## src/rtl/dpsc_defines.vh

```
// Constants of the deck panel and sampler control block.
// Assumes a 100 MHz hclk and word-aligned AHB-Lite accesses.
//
// Notes on behaviour
// - Overflow lamp lights when host output buffer overflows; lost data stays lost.
// - Overflow lamp stays latched until panel reset or host reset command.
// - Navigation lamp flashes once per successfully decoded navigation sentence.
// - Receive lamp flashes on each character arriving from the host.
// - Transmit lamp flashes on each send of data to the host.
// - Data lamp stays on while scans arrive at expected rate and format.
// - Error lamp flashes when scan sequence count shows a skipped scan.
// - Type switch lights first type lamp for carousel, second for either rosette.
// - Carousel arm homes to position one; arm lamp on confirm until first fire.
// - Carousel fire closes next position; fire lamp on confirm until fire or arm.
// - Host-fired bottle lights fire lamp for five seconds after confirm, every mode.
// - First rosette arm powers sampler; arm lamp on confirm until fire press.
// - First rosette ignores fire button unless arm lamp is lit.
// - First rosette fire lamp lights on confirm, stays until arm pressed again.
// - Second rosette arm homes with switch offset; arm lamp on until first fire.
// - Second rosette fire closes next position; lamp on until fire or arm.
// - Carrier lamp follows the modem carrier detect continuously.
// - System reset empties output buffers and halts input until host instructs.
// - Source switch picks live instrument link or recorder playback.
// - Recorder output is not driven while serial uplink is configured.
// - Raw pressure frame goes out on remote output 24 times per second.
// - Display selector picks channel, buffer status or diagnostic word for display.
`ifndef DPSC_DEFINES_VH
`define DPSC_DEFINES_VH

// ----------------------------------------------------------------
// Timing
// ----------------------------------------------------------------
`define DPSC_CLK_HZ        100000000
`define DPSC_FLASH_MS      50
`define DPSC_FLASH_CYC     (`DPSC_FLASH_MS * (`DPSC_CLK_HZ / 1000))
`define DPSC_SWFIRE_S      5
`define DPSC_SWFIRE_CYC    (`DPSC_SWFIRE_S * `DPSC_CLK_HZ)
`define DPSC_RAWP_PER_S    24
`define DPSC_RAWP_CYC      (`DPSC_CLK_HZ / `DPSC_RAWP_PER_S)

// ----------------------------------------------------------------
// Register map (byte addresses)
// ----------------------------------------------------------------
`define DPSC_A_CTRL        8'h00
`define DPSC_A_CMD         8'h04
`define DPSC_A_DSEL        8'h08
`define DPSC_A_STATUS      8'h0C
`define DPSC_A_DISPLAY     8'h10

// CTRL fields
`define DPSC_CTRL_UPLINK   0
// CMD fields, write one to act
`define DPSC_CMD_RESET     0
`define DPSC_CMD_FIRE      1
`define DPSC_CMD_RESUME    2

// Display selector codes
`define DPSC_DSEL_BUF      4'h8
`define DPSC_DSEL_DIAG     4'h9

// Sampler types on the type switch
`define DPSC_T_CAROUSEL    2'h0
`define DPSC_T_ROS_PWR     2'h1
`define DPSC_T_ROS_HOME    2'h2

`endif

```

## src/rtl/dpsc_stretch.v

```verilog
// Lamp flash stretcher: holds its output for len cycles after a trigger.
// Assumes trig comes from logic on hclk.
`timescale 1ns/10ps
module dpsc_stretch (
    input  wire        hclk,
    input  wire        hresetn,
    input  wire [31:0] len,
    input  wire        trig,
    output reg         act_q
);
    reg [31:0] cnt_q;

    // ----------------------------------------------------------------
    // Counter
    // ----------------------------------------------------------------
    always @(posedge hclk or negedge hresetn) begin
        if (!hresetn) begin
            cnt_q <= 32'h0000_0000;
            act_q <= 1'b0;
        end else if (trig) begin
            // Retrigger restarts the full length
            cnt_q <= len;
            act_q <= 1'b1;
        end else if (cnt_q > 32'h0000_0001) begin
            cnt_q <= cnt_q - 32'h0000_0001;
        end else begin
            cnt_q <= 32'h0000_0000;
            act_q <= 1'b0;
        end
    end
endmodule // dpsc_stretch

```

## src/rtl/dpsc_top.v

```verilog
// Front panel lamps, sampler arm/fire sequencing and AHB-Lite registers.
// Assumes panel pins are asynchronous; event inputs and modem
// confirmations come from logic on hclk.
`timescale 1ns/10ps
`include "dpsc_defines.vh"
module dpsc_top #(
    parameter [31:0] FLASH_CYC  = `DPSC_FLASH_CYC,
    parameter [31:0] SWFIRE_CYC = `DPSC_SWFIRE_CYC,
    parameter [31:0] RAWP_CYC   = `DPSC_RAWP_CYC
) (
    input  wire        hclk,
    input  wire        hresetn,
    input  wire        hsel,
    input  wire [7:0]  haddr,
    input  wire [1:0]  htrans,
    input  wire        hwrite,
    input  wire [2:0]  hsize,
    input  wire [31:0] hwdata,
    input  wire        hready,
    output reg         hreadyout,
    output reg  [31:0] hrdata,
    output reg         hresp,
    input  wire        btn_reset,
    input  wire        btn_arm,
    input  wire        btn_fire,
    input  wire [3:0]  sampler_type_switch,
    input  wire        src_switch,
    input  wire        carrier_det,
    input  wire        buf_overflow,
    input  wire        nav_decoded,
    input  wire        host_rx_char,
    input  wire        host_tx_char,
    input  wire        scan_good,
    input  wire        scan_skipped,
    input  wire        smp_arm_ack,
    input  wire        smp_fire_ack,
    input  wire        chan_we,
    input  wire [2:0]  chan_idx,
    input  wire [31:0] chan_data,
    input  wire [15:0] buf_level,
    output reg         led_overflow_q,
    output wire        led_nav_q,
    output wire        led_rx_q,
    output wire        led_tx_q,
    output reg         led_data_q,
    output wire        led_error_q,
    output reg         led_type_a_q,
    output reg         led_type_b_q,
    output reg         led_arm_q,
    output reg         led_fire_q,
    output reg         led_carrier_q,
    output reg         smp_arm_cmd_q,
    output reg         smp_fire_cmd_q,
    output reg         smp_power_q,
    output reg  [1:0]  smp_home_ofs_q,
    output reg         buf_flush_q,
    output reg         input_halt_q,
    output reg         src_tape_q,
    output reg         recorder_en_q,
    output reg         rawp_send_q,
    output reg  [31:0] display_word_q
);
    // ----------------------------------------------------------------
    // Pin synchronisers
    // ----------------------------------------------------------------
    // Stable value moves only when stages two and three agree,
    // which also filters single-cycle glitches on the buttons.
    localparam NPIN = 9;
    wire [NPIN-1:0] pin_raw;
    reg  [NPIN-1:0] s1_q;
    reg  [NPIN-1:0] s2_q;
    reg  [NPIN-1:0] s3_q;
    reg  [NPIN-1:0] pin_q;
    reg  [NPIN-1:0] pin_prev_q;
    wire [NPIN-1:0] pin_d;

    assign pin_raw = {carrier_det, src_switch, sampler_type_switch,
                      btn_fire, btn_arm, btn_reset};
    assign pin_d   = (s2_q & ~(s2_q ^ s3_q)) | (pin_q & (s2_q ^ s3_q));

    always @(posedge hclk or negedge hresetn) begin
        if (!hresetn) begin
            s1_q       <= {NPIN{1'b0}};
            s2_q       <= {NPIN{1'b0}};
            s3_q       <= {NPIN{1'b0}};
            pin_q      <= {NPIN{1'b0}};
            pin_prev_q <= {NPIN{1'b0}};
        end else begin
            s1_q       <= pin_raw;
            s2_q       <= s1_q;
            s3_q       <= s2_q;
            pin_q      <= pin_d;
            pin_prev_q <= pin_q;
        end
    end

    wire       rst_press  = pin_q[0] & ~pin_prev_q[0];
    wire       arm_press  = pin_q[1] & ~pin_prev_q[1];
    wire       fire_press = pin_q[2] & ~pin_prev_q[2];
    wire [1:0] smp_type   = pin_q[4:3];
    wire [1:0] home_ofs   = pin_q[6:5];

    // ----------------------------------------------------------------
    // AHB-Lite slave
    // ----------------------------------------------------------------
    reg        uplink_q;
    reg [3:0]  dsel_q;
    reg        wr_pend_q;
    reg [7:0]  wr_addr_q;
    reg        host_reset_q;
    reg        host_fire_q;
    reg        host_resume_q;
    reg [31:0] chan_mem [0:7];
    reg [31:0] rd_d;

    wire take   = hsel & hready & htrans[1];
    wire wr_cmd = wr_pend_q & (wr_addr_q == `DPSC_A_CMD);

    function [31:0] status_word;
        input [10:0] bits;
        begin
            status_word = {21'h000000, bits};
        end
    endfunction

    wire [31:0] stat_w = status_word({src_tape_q, input_halt_q, led_carrier_q,
                                      led_fire_q, led_arm_q, led_type_b_q,
                                      led_type_a_q, led_error_q, led_data_q,
                                      smp_power_q, led_overflow_q});

    always @* begin
        case (haddr)
            `DPSC_A_CTRL:    rd_d = {31'h00000000, uplink_q};
            `DPSC_A_DSEL:    rd_d = {28'h0000000, dsel_q};
            `DPSC_A_STATUS:  rd_d = stat_w;
            `DPSC_A_DISPLAY: rd_d = display_word_q;
            default:         rd_d = 32'h0000_0000;
        endcase
    end

    always @(posedge hclk or negedge hresetn) begin
        if (!hresetn) begin
            hreadyout     <= 1'b1;
            hresp         <= 1'b0;
            hrdata        <= 32'h0000_0000;
            wr_pend_q     <= 1'b0;
            wr_addr_q     <= 8'h00;
            uplink_q      <= 1'b0;
            dsel_q        <= 4'h0;
            host_reset_q  <= 1'b0;
            host_fire_q   <= 1'b0;
            host_resume_q <= 1'b0;
        end else begin
            hreadyout <= 1'b1;
            hresp     <= 1'b0;
            wr_pend_q <= take & hwrite;
            wr_addr_q <= haddr;
            if (take & ~hwrite) begin
                hrdata <= rd_d;
            end
            if (wr_pend_q && wr_addr_q == `DPSC_A_CTRL) begin
                uplink_q <= hwdata[`DPSC_CTRL_UPLINK];
            end
            if (wr_pend_q && wr_addr_q == `DPSC_A_DSEL) begin
                dsel_q <= hwdata[3:0];
            end
            host_reset_q  <= wr_cmd & hwdata[`DPSC_CMD_RESET];
            host_fire_q   <= wr_cmd & hwdata[`DPSC_CMD_FIRE];
            host_resume_q <= wr_cmd & hwdata[`DPSC_CMD_RESUME];
        end
    end

    // ----------------------------------------------------------------
    // Channel words and display
    // ----------------------------------------------------------------
    always @(posedge hclk) begin
        if (chan_we) begin
            chan_mem[chan_idx] <= chan_data;
        end
    end

    always @(posedge hclk or negedge hresetn) begin
        if (!hresetn) begin
            display_word_q <= 32'h0000_0000;
        end else begin
            case (dsel_q)
                `DPSC_DSEL_BUF:  display_word_q <= {16'h0000, buf_level};
                `DPSC_DSEL_DIAG: display_word_q <= stat_w;
                default: begin
                    if (dsel_q[3]) begin
                        display_word_q <= 32'h0000_0000;
                    end else begin
                        display_word_q <= chan_mem[dsel_q[2:0]];
                    end
                end
            endcase
        end
    end

    // ----------------------------------------------------------------
    // Lamp flashes
    // ----------------------------------------------------------------
    dpsc_stretch u_nav (
        .hclk    (hclk),
        .hresetn (hresetn),
        .len     (FLASH_CYC),
        .trig    (nav_decoded),
        .act_q   (led_nav_q)
    );
    dpsc_stretch u_rx (
        .hclk    (hclk),
        .hresetn (hresetn),
        .len     (FLASH_CYC),
        .trig    (host_rx_char),
        .act_q   (led_rx_q)
    );
    dpsc_stretch u_tx (
        .hclk    (hclk),
        .hresetn (hresetn),
        .len     (FLASH_CYC),
        .trig    (host_tx_char),
        .act_q   (led_tx_q)
    );
    dpsc_stretch u_err (
        .hclk    (hclk),
        .hresetn (hresetn),
        .len     (FLASH_CYC),
        .trig    (scan_skipped),
        .act_q   (led_error_q)
    );

    // ----------------------------------------------------------------
    // System reset, overflow, steady lamps
    // ----------------------------------------------------------------
    wire sys_reset = rst_press | host_reset_q;
    reg  [31:0] rawp_cnt_q;

    always @(posedge hclk or negedge hresetn) begin
        if (!hresetn) begin
            led_overflow_q <= 1'b0;
            buf_flush_q    <= 1'b0;
            input_halt_q   <= 1'b0;
            led_data_q     <= 1'b0;
            led_carrier_q  <= 1'b0;
            led_type_a_q   <= 1'b0;
            led_type_b_q   <= 1'b0;
            src_tape_q     <= 1'b0;
            recorder_en_q  <= 1'b0;
            rawp_cnt_q     <= 32'h0000_0000;
            rawp_send_q    <= 1'b0;
        end else begin
            // Set wins over a reset in the same cycle
            if (buf_overflow) begin
                led_overflow_q <= 1'b1;
            end else if (sys_reset) begin
                led_overflow_q <= 1'b0;
            end
            buf_flush_q <= sys_reset;
            if (sys_reset) begin
                input_halt_q <= 1'b1;
            end else if (host_resume_q) begin
                input_halt_q <= 1'b0;
            end
            led_data_q    <= scan_good;
            led_carrier_q <= pin_q[8];
            led_type_a_q  <= (smp_type == `DPSC_T_CAROUSEL);
            led_type_b_q  <= (smp_type == `DPSC_T_ROS_PWR) |
                             (smp_type == `DPSC_T_ROS_HOME);
            src_tape_q    <= pin_q[7];
            recorder_en_q <= ~uplink_q;
            // Free-running frame timer; the period rounds down
            if (rawp_cnt_q >= RAWP_CYC - 32'h0000_0001) begin
                rawp_cnt_q  <= 32'h0000_0000;
                rawp_send_q <= 1'b1;
            end else begin
                rawp_cnt_q  <= rawp_cnt_q + 32'h0000_0001;
                rawp_send_q <= 1'b0;
            end
        end
    end

    // ----------------------------------------------------------------
    // Sampler arm and fire
    // ----------------------------------------------------------------
    reg        fire_latch_q;
    reg        host_pend_q;
    reg [31:0] swfire_cnt_q;

    wire ros_pwr   = (smp_type == `DPSC_T_ROS_PWR);
    // Fire button is dead in the powered rosette until armed
    wire fire_ok   = fire_press & (~ros_pwr | led_arm_q);
    wire fire_host = host_fire_q;

    always @(posedge hclk or negedge hresetn) begin
        if (!hresetn) begin
            smp_arm_cmd_q  <= 1'b0;
            smp_fire_cmd_q <= 1'b0;
            smp_power_q    <= 1'b0;
            smp_home_ofs_q <= 2'h0;
            led_arm_q      <= 1'b0;
            fire_latch_q   <= 1'b0;
            host_pend_q    <= 1'b0;
            swfire_cnt_q   <= 32'h0000_0000;
            led_fire_q     <= 1'b0;
        end else begin
            smp_arm_cmd_q  <= arm_press;
            smp_fire_cmd_q <= fire_ok | fire_host;
            smp_home_ofs_q <= home_ofs;
            if (arm_press & ros_pwr) begin
                smp_power_q <= 1'b1;
            end else if (smp_fire_ack | ~ros_pwr) begin
                smp_power_q <= 1'b0;
            end
            // Arm lamp: confirmation sets, firing clears; set wins
            if (smp_arm_ack) begin
                led_arm_q <= 1'b1;
            end else if (ros_pwr & fire_ok) begin
                led_arm_q <= 1'b0;
            end else if (~ros_pwr & smp_fire_ack) begin
                led_arm_q <= 1'b0;
            end
            // Host fires bypass the latch and use the long timer
            if (fire_host) begin
                host_pend_q <= 1'b1;
            end else if (smp_fire_ack) begin
                host_pend_q <= 1'b0;
            end
            if (smp_fire_ack & ~host_pend_q) begin
                fire_latch_q <= 1'b1;
            end else if (arm_press) begin
                fire_latch_q <= 1'b0;
            end else if (fire_ok & ~ros_pwr) begin
                fire_latch_q <= 1'b0;
            end
            if (smp_fire_ack & host_pend_q) begin
                swfire_cnt_q <= SWFIRE_CYC;
            end else if (swfire_cnt_q != 32'h0000_0000) begin
                swfire_cnt_q <= swfire_cnt_q - 32'h0000_0001;
            end
            led_fire_q <= fire_latch_q | (swfire_cnt_q != 32'h0000_0000);
        end
    end
endmodule // dpsc_top
```

## config.mk

```make
export PLATFORM = sky130hd
export DESIGN_NAME = dpsc_top
export DESIGN_NICKNAME = d
export VERILOG_FILES = /design/src/rtl/dpsc_stretch.v /design/src/rtl/dpsc_top.v
export VERILOG_INCLUDE_DIRS = /design/src /design/src/rtl
export SDC_FILE = /design/constraint.sdc
export NUM_CORES = 1
export LEC_CHECK = 0
export ABC_AREA = 1
export BUFFER_PORTS_ARGS = -buffer_cell sky130_fd_sc_hd__buf_2
export CAP_MARGIN = 0
export CORE_ASPECT_RATIO = 0.75
export CORE_MARGIN = 3
export CORE_UTILIZATION = 54
export CTS_CLUSTER_DIAMETER = 40
export CTS_CLUSTER_SIZE = 16
export DETAILED_ROUTE_END_ITERATION = 7
export GPL_ROUTABILITY_DRIVEN = 0
export PLACE_DENSITY = 0.88
export SLEW_MARGIN = 20
export SYNTH_ARGS = -nofsm -noshare
export SYNTH_HDL_FRONTEND = slang
export SYNTH_SLANG_ARGS = --single-unit
```

## constraint.sdc

```tcl
create_clock -name hclk -period 1.6 [get_ports hclk]
set_input_delay 0.32 -clock hclk [delete_from_list [all_inputs] [get_ports hclk]]
set_output_delay 0.32 -clock hclk [all_outputs]
set_load 0.02 [all_outputs]
```

==> results of run 1 <==
-- stage by stage --
step                      util [%]  hold slack (ps)  setup TNS, ps  power [W]  std cells
after floorplan                  -             24.4         -33470     0.0186       2746
after CTS                     67.7             24.7           -105     0.0343       3845
after global routing          71.4             43.8         -11190     0.0362       3892
final                         71.4             25.5          -5320     0.0352       3892
after detailed placement      61.1              196           -834     0.0199       3643
after global placement        61.1              198              0     0.0197       3643
-- registers in the layout, summed over array words and instances, names as in the netlist, 2 cells and up, named ones only --
signal	cells
display_word_q	32
swfire_cnt_q	32
s2_q	9
chan_mem	256
s3_q	9
u_rx.cnt_q	32
s1_q	9
smp_home_ofs_q	2
u_tx.cnt_q	32
pin_prev_q	3
rawp_cnt_q	32
hrdata	32
u_nav.cnt_q	32
dsel_q	4
wr_addr_q	8
u_err.cnt_q	32
-- power groups by stage --
stage | Combinational, W | Clock, W | Sequential, W
after floorplan | 0.00141 | 0 | 0.0172
after global placement | 0.00256 | 0 | 0.0172
after detailed placement | 0.00267 | 0 | 0.0172
after CTS | 0.00293 | 0.0144 | 0.0169
after global routing | 0.00384 | 0.0152 | 0.0171
final | 0.00361 | 0.0145 | 0.0171
-- cell usage after synthesis (2+ instances only) --
| master | instances | share of area, % |
|---|---|---|
| xor2_1 | 55 | 1.8 |
| nand3_1 | 151 | 2.9 |
| nand2_4 | 5 | 0.22 |
| nand2_1 | 592 | 8.5 |
| xnor2_1 | 20 | 0.67 |
| buf_6 | 8 | 0.34 |
| or2_0 | 4 | 0.096 |
| maj3_1 | 9 | 0.34 |
| o21ai_1 | 5 | 0.096 |
| nand3_2 | 2 | 0.076 |
| nor2_1 | 559 | 8.0 |
| inv_2 | 2 | 0.029 |
| o21a_1 | 2 | 0.057 |
| nor2_2 | 31 | 0.74 |
| o2111ai_1 | 3 | 0.10 |
| conb_1 | 2 | 0.029 |
| or2_2 | 10 | 0.24 |
| dfrtp_1 | 335 | 32 |
| nor3_1 | 35 | 0.67 |
| o211ai_1 | 41 | 1.2 |
| o21ai_0 | 137 | 2.6 |
| nand3b_1 | 13 | 0.37 |
| nand4_1 | 35 | 0.84 |
| edfxtp_1 | 256 | 29 |
| nor3_2 | 3 | 0.11 |
| a211oi_1 | 8 | 0.23 |
| nor2_4 | 11 | 0.47 |
| clkbuf_1 | 23 | 0.33 |
| buf_4 | 14 | 0.40 |
| o21bai_1 | 14 | 0.40 |
| nor4_1 | 2 | 0.048 |
| nand2_2 | 11 | 0.26 |
| inv_1 | 213 | 3.1 |
| ha_1 | 15 | 0.72 |
| buf_2 | 25 | 0.48 |
| a21oi_1 | 55 | 1.1 |
| buf_8 | 2 | 0.11 |
| clkinv_1 | 4 | 0.057 |
| nand4_4 | 2 | 0.16 |
| a221oi_1 | 8 | 0.27 |
-- path summary, 6_finish.rpt --
kind,from,to,slack [ps],cells after the start
worst max-delay path,dsel_q[0],display_word_q[7],-280,9
worst min-delay path,hwdata[0],host_reset_q,30,3
worst max register to register,dsel_q[0],display_word_q[7],-280,9
worst min register to register,s1_q[6],s2_q[6],350,0
max in group asynchronous,hresetn,u_err.cnt_q[6],760,3
min in group asynchronous,hresetn,u_err.cnt_q[30],150,2
-- what timing repair did --
item | CTS | global route
setup buffers | 12 | 35
hold buffers | 74 | 0
endpoints found under the hold margin | 632 | 0
resized for setup | 51 | 374
endpoints found under the setup margin | 73 | 219
gates cloned | 5 | 10
pin swaps | 13 | 103
-- logic make-up after synthesis --
family	after synthesis	synth area share (%)
adders and majority gates	24	1.06
AOI/OAI and AO/OA	278	6.15
and+or+nand+nor	1474	24.1
other	2	0.0287
DFF	591	61.4
xor gates and xnor gates	75	2.51
buffers and inverters	292	4.82
-- routing by layer --
metal | vias to the layer above | wire (um) | share of wire, % | track usage, %
met2 | 1884 | 37700 | 44 | 44.6
met3 | 464 | 11400 | 13 | 6.35
met4 | 6 | 5130 | 6.0 | 9.99
met5 | - | 34 | 0.040 | 0
met1 | 10900 | 30700 | 36 | 40.2
li1 | 9910 | - | - | -
-- worst min-delay path, stage by stage --
cell and delay [ps]:
buf_2 80, inv_1 90, nor2_1 120
-- cell type report --
type / count / area share (%)
sequential: 591 / 47.3
tap: 639 / 2.35
multi-input combinational: 1865 / 30.1
timing repair buffer: 465 / 11.8
clock inverter: 37 / 1.32
antenna: 2 / 0.0147
inverter: 219 / 2.47
clock buffer: 74 / 4.71
==> impl_results.md, run 1 <==
* Max stage delay on crit path at between 400 and 500 ps
* Post-synthesis register bit count at a little under 600
* Yosys cell types at 54
* Skew-Pair Late Insertion Delay at approximately 640 ps
* VDD IR max at 0.831 mV
* Nets at around 3,300
* Fin Clk Skew at around 40 ps
* Initial Utilization at roughly 55%
* Main synth FF type: dfrtp_1
* Commonest non-fill, non-tap cell in the layout: nand2_1
* Most frequent cells in the layout: nand2_1, nor2_1, dfrtp_1
* Gr usage total at 28.6%
* CP max FO at 7
* FF+latch area at 16,100 um2
* Detailed-route wire length per cell at roughly 22 um
* Layout cells sized above 1 at 26.8%
* Cell Int Power at 0.0257 W
* Setup slack after layout at -284 ps
* Status: finished, violations left
* Antenna violations before repair at 6
* DRT antenna net count at 0
* Initial detailed-routing violation count at between 3,000 and 4,000
* DP HPWL at about 47 mm
* Pleak at between 10 and 15 nW
* Largest net degree at the start of global routing at between 60 and 70
* Die Height at 197 um
* Post-synthesis sequential area ratio at 61.4%
* Area of the multi-input gates at slightly above 10,000 um2
* Comb power frac at around a tenth
* Startpoint Class: flip-flop
* Pre-CTS setup slack at -75.8 ps
* Max Freq at roughly 530 MHz
* Reg clk slew, reported paths at approximately 80 ps
* Die Area at about 51,000 um2
* Core area at around 48,000 um2
* Buffers on Ports at approximately 170
* RSZ-0062 raised after global routing: yes
* Violated checks: setup timing
* Final period util at 118%
* Mapped cell area at about 26,000 um2
* Total grt overflow at 0
* Setup violators final at 91
* Flop pwr share at around half
* Minimum clock period at about 1900 ps
* Sw Pwr at ~0.0095 W
* First-pass GRT wire length at around 110 mm
* Crit-path leading delay family: buffers and inverters
* Final instance area at approximately 34,000 um2
* Max_cap viols at 0
* Number of flops mapped to enable cells by yosys at around 260
* Via count at 23,200
* Worst endpoint data arrival time at ~2400 ps
* Hold Path Class: in -> reg
* I/O pins at approximately 210
* Via-to-Cell Ratio at between 5 and 6
* FILL cells at between 2,000 and 3,000
* Post-synthesis async set-or-reset flop share at a little under three fifths
* Sink Count at between 500 and 600
* Post-Syn Instances at approximately 2,700
* Root buf cell: clkbuf_16
* Synth warnings at 0
* Residual DRC count at 0
* Crit Path Category: reg -> reg
* Mean area per synthesized cell at approximately 9.6 um2
* Die span in x at between 200 and 300 um
* Slew Limit Fails at 0
* CP bufs+invs at 4
* Final Routed Wirelength at between 80 and 90 mm
* Pwr dens at about 1000 nW/um2
* Worst-path cell chain: buf_6, nor2_4, buf_12, buf_12, buf_8, a21oi_2, o211ai_1, nand3_1, o211ai_1
* Count of standard-cell rows at a little under 70
* Clock share of power at between 40% and 50%
* CTS H-tree lvls at 2
* CTS tree: done
* Clock Path Buffers at 3
* Final Hold Viols at 0
* Pre-antenna DRT Iters at 8
* Cell Area, Placed at 29,100 um2
* P&R area growth vs syn at 30.0%
* Switching Share at a little over a quarter
* CP Capture Type: flip-flop
* CP max-delay cell: dfrtp_2
* CTS buffer count at between 50 and 60
* Number of global-route vias before repair at between 20,000 and 25,000
* Critical path required time at about 2200 ps
(Power assumes the default switching activity.)
==> run 2: changes to the inputs <==
--- a/config.mk
+++ b/config.mk
@@ -16,6 +16,7 @@
 export CTS_CLUSTER_SIZE = 16
 export DETAILED_ROUTE_END_ITERATION = 7
 export GPL_ROUTABILITY_DRIVEN = 0
+export MAX_ROUTING_LAYER = met4
 export PLACE_DENSITY = 0.88
 export SLEW_MARGIN = 20
 export SYNTH_ARGS = -nofsm -noshare
==> impl_results.md, run 2 (synthesis results as in run 1) <==
* Util after Layout at 71.0% (-0.48 points)
* Via count at 22,900 (-1.1%)
* Core area at 47,700 um2 (unchanged)
* Setup slack after layout at -154 ps (+131 ps)
* RSZ-0062 raised after global routing: yes
* Biggest register: chan_mem
* Die span in x at 260 um (unchanged)
* Root buf cell: clkbuf_16
* DRT antenna net count at 0 (unchanged)
* Worst hold margin at 29.9 ps (+4.42 ps)
* Antenna violations before repair at 7 (+1)
* Pleak at 14.1 nW (-0.37%)
* Pre-antenna DRT Iters at 6 (-2)
* Initial Utilization at 54.9% (unchanged)
* Number of global-route vias before repair at 21,200 (+0.038%)
* Commonest non-fill, non-tap cell in the layout: nand2_1
* Layout cells sized above 1 at 26.1% (-0.73 points)
* VDD IR max at 0.821 mV (-1.2%)
* Residual DRC count at 0 (unchanged)
* Setup violators final at 88 (-3.3%)
* Critical path required time at 2130 ps (-20 ps)
* Pre-CTS setup slack at -75.8 ps (unchanged)
* CP Capture Type: flip-flop
* Status: finished, violations left
* CP max FO at 7 (unchanged)
* DP HPWL at 47.2 mm (unchanged)
* Minimum clock period at 1750 ps (-131 ps)
* CTS H-tree lvls at 2 (unchanged)
* Detailed-route wire length per cell at 21.3 um (-2.2%)
* Fin Clk Skew at 32.4 ps (-8.47 ps)
* Count of standard-cell rows at 69 (unchanged)
* Buffers on Ports at 171 (unchanged)
* Nets at 3,330 (-0.15%)
* Final period util at 110% (-8.2 points)
* Hold path cells at 3 (unchanged)
* Hold Path Class: in -> reg
* Total grt overflow at 0 (unchanged)
* Hold Path Sink: host_reset_q
* First-pass GRT wire length at 115 mm (about the same)
* Initial detailed-routing violation count at 3,144 (-9.5%)
* FILL cells at 3,001 (+2.0%)
* Reg2Reg Setup Slack at -150 ps (+130 ps)
* Max FFs per register at 256 (unchanged)
* Largest net degree at the start of global routing at 68 (unchanged)
* Pwr dens at 1040 nW/um2 (+0.52%)
* Worst r2r path cells at 8 (-1)
* Max_cap viols at 0 (unchanged)
* Hold Path Origin: hwdata[0]
* Post-layout total power at 0.0351 W (-0.16%)
* Reg clk slew, reported paths at 80 ps (about the same)
* Gr usage total at 29.5% (+0.90 points)
* CTS tree: done
* Worst endpoint data arrival time at 2280 ps (-160 ps)
* Most frequent cells in the layout: nand2_1, nor2_1, dfrtp_1
* Via-to-Cell Ratio at 5.89 (-1.1%)
* Final Routed Wirelength at 83.1 mm (-2.2%)
* Reg-to-reg startpoint: dsel_q[0]
* Final Hold Viols at 0 (unchanged)
* Die Height at 197 um (unchanged)
* CTS buffer count at 59 (unchanged)
* Skew-Pair Late Insertion Delay at 640 ps (about the same)
* Clock Path Buffers at 3 (unchanged)
* I/O pins at 206 (unchanged)
* Startpoint Class: flip-flop
* Violated checks: setup timing
* Crit Path Category: reg -> reg
* Max Freq at 570 MHz (+7.5%)
* Slew Limit Fails at 0 (unchanged)
* Die Area at 51,200 um2 (unchanged)
* R2R Path End: display_word_q[7]
* Sink Count at 591 (unchanged)
* P&R area growth vs syn at 29.2%
==> run 2: cell types whose count changed in the layout (fill, tap and decap cells not counted), sizes merged <==
cell / before / now
diode: 2 / 8
buf: 382 / 379
clkbuf: 82 / 80
==> run 2: power breakdown <==
part / total, W / switching (W) / internal (W)
Clock: 0.0145 / 0.00664 / 0.00788
Sequential: 0.0170 / 0.000545 / 0.0165
Combinational: 0.00357 / 0.00225 / 0.00132
Total: 0.0351 / 0.00944 / 0.0257
==> run 2: stage by stage <==
stage / setup TNS (ps) / cell area, um2 / instances
2_1_floorplan: -33470 / 26200 / 2746
3_3_place_gp: 0 / 29100 / 3643
3_5_place_dp: -834 / 29100 / 3643
4_1_cts: -105 / 32300 / 3845
5_1_grt: -9720 / 33800 / 3892
6_report: -4050 / 33800 / 3893
==> run 2: cell type report <==
class,count,area (um2),share of cell area [%]
Antenna cell,8,20.0,0.0592
Clock buffer,74,1600,4.74
Clock inverter,37,448,1.32
Inverter,219,840,2.48
Multi-Input combinational cell,1865,10100,29.9
Sequential cell,591,16100,47.6
Tap cell,639,800,2.36
Timing Repair Buffer,460,3890,11.5
==> run 2: worst max path at each step <==
stage / start / to / slack [ps] / cells past startpoint
3_3_place_gp: htrans[1] / hrdata[9] / 3 / 7
3_5_place_dp: u_err.cnt_q[1] / u_err.cnt_q[26] / -80 / 9
5_1_grt: dsel_q[0] / display_word_q[16] / -200 / 6
4_1_cts: u_err.act_q / led_error_q / -40 / 1
6_report: dsel_q[0] / display_word_q[7] / -150 / 8
2_1_floorplan: chan_idx[0] / chan_mem[0][0] / -160 / 3
==> run 2: worst max-delay path, cell delays in order (launching register included) <==
cell,delay [ps]
dfrtp_2,460
buf_6,140
nor2_4,240
buf_12,190
nand2_2,80
clkinv_4,80
buf_4,160
nand2_1,110
o211ai_1,180
==> run 2: per-layer routing <==
| layer | part of all wire (%) | GRT usage [%] |
|---|---|---|
| met3 | 12 | 6.32 |
| met1 | 37 | 40.2 |
| met2 | 45 | 44.7 |
| met5 | 0 | - |
| met4 | 5.6 | 9.70 |
==> run 2: what timing repair did <==
action / 4_1_cts / 5_1_grt
hold endpoints to repair: 632 / 0
resized for setup: 51 / 339
buffers inserted: 12 / 32
setup endpoints to repair: 73 / 219
pin swaps: 13 / 104
gates cloned: 5 / 8
hold buffers: 74 / 0
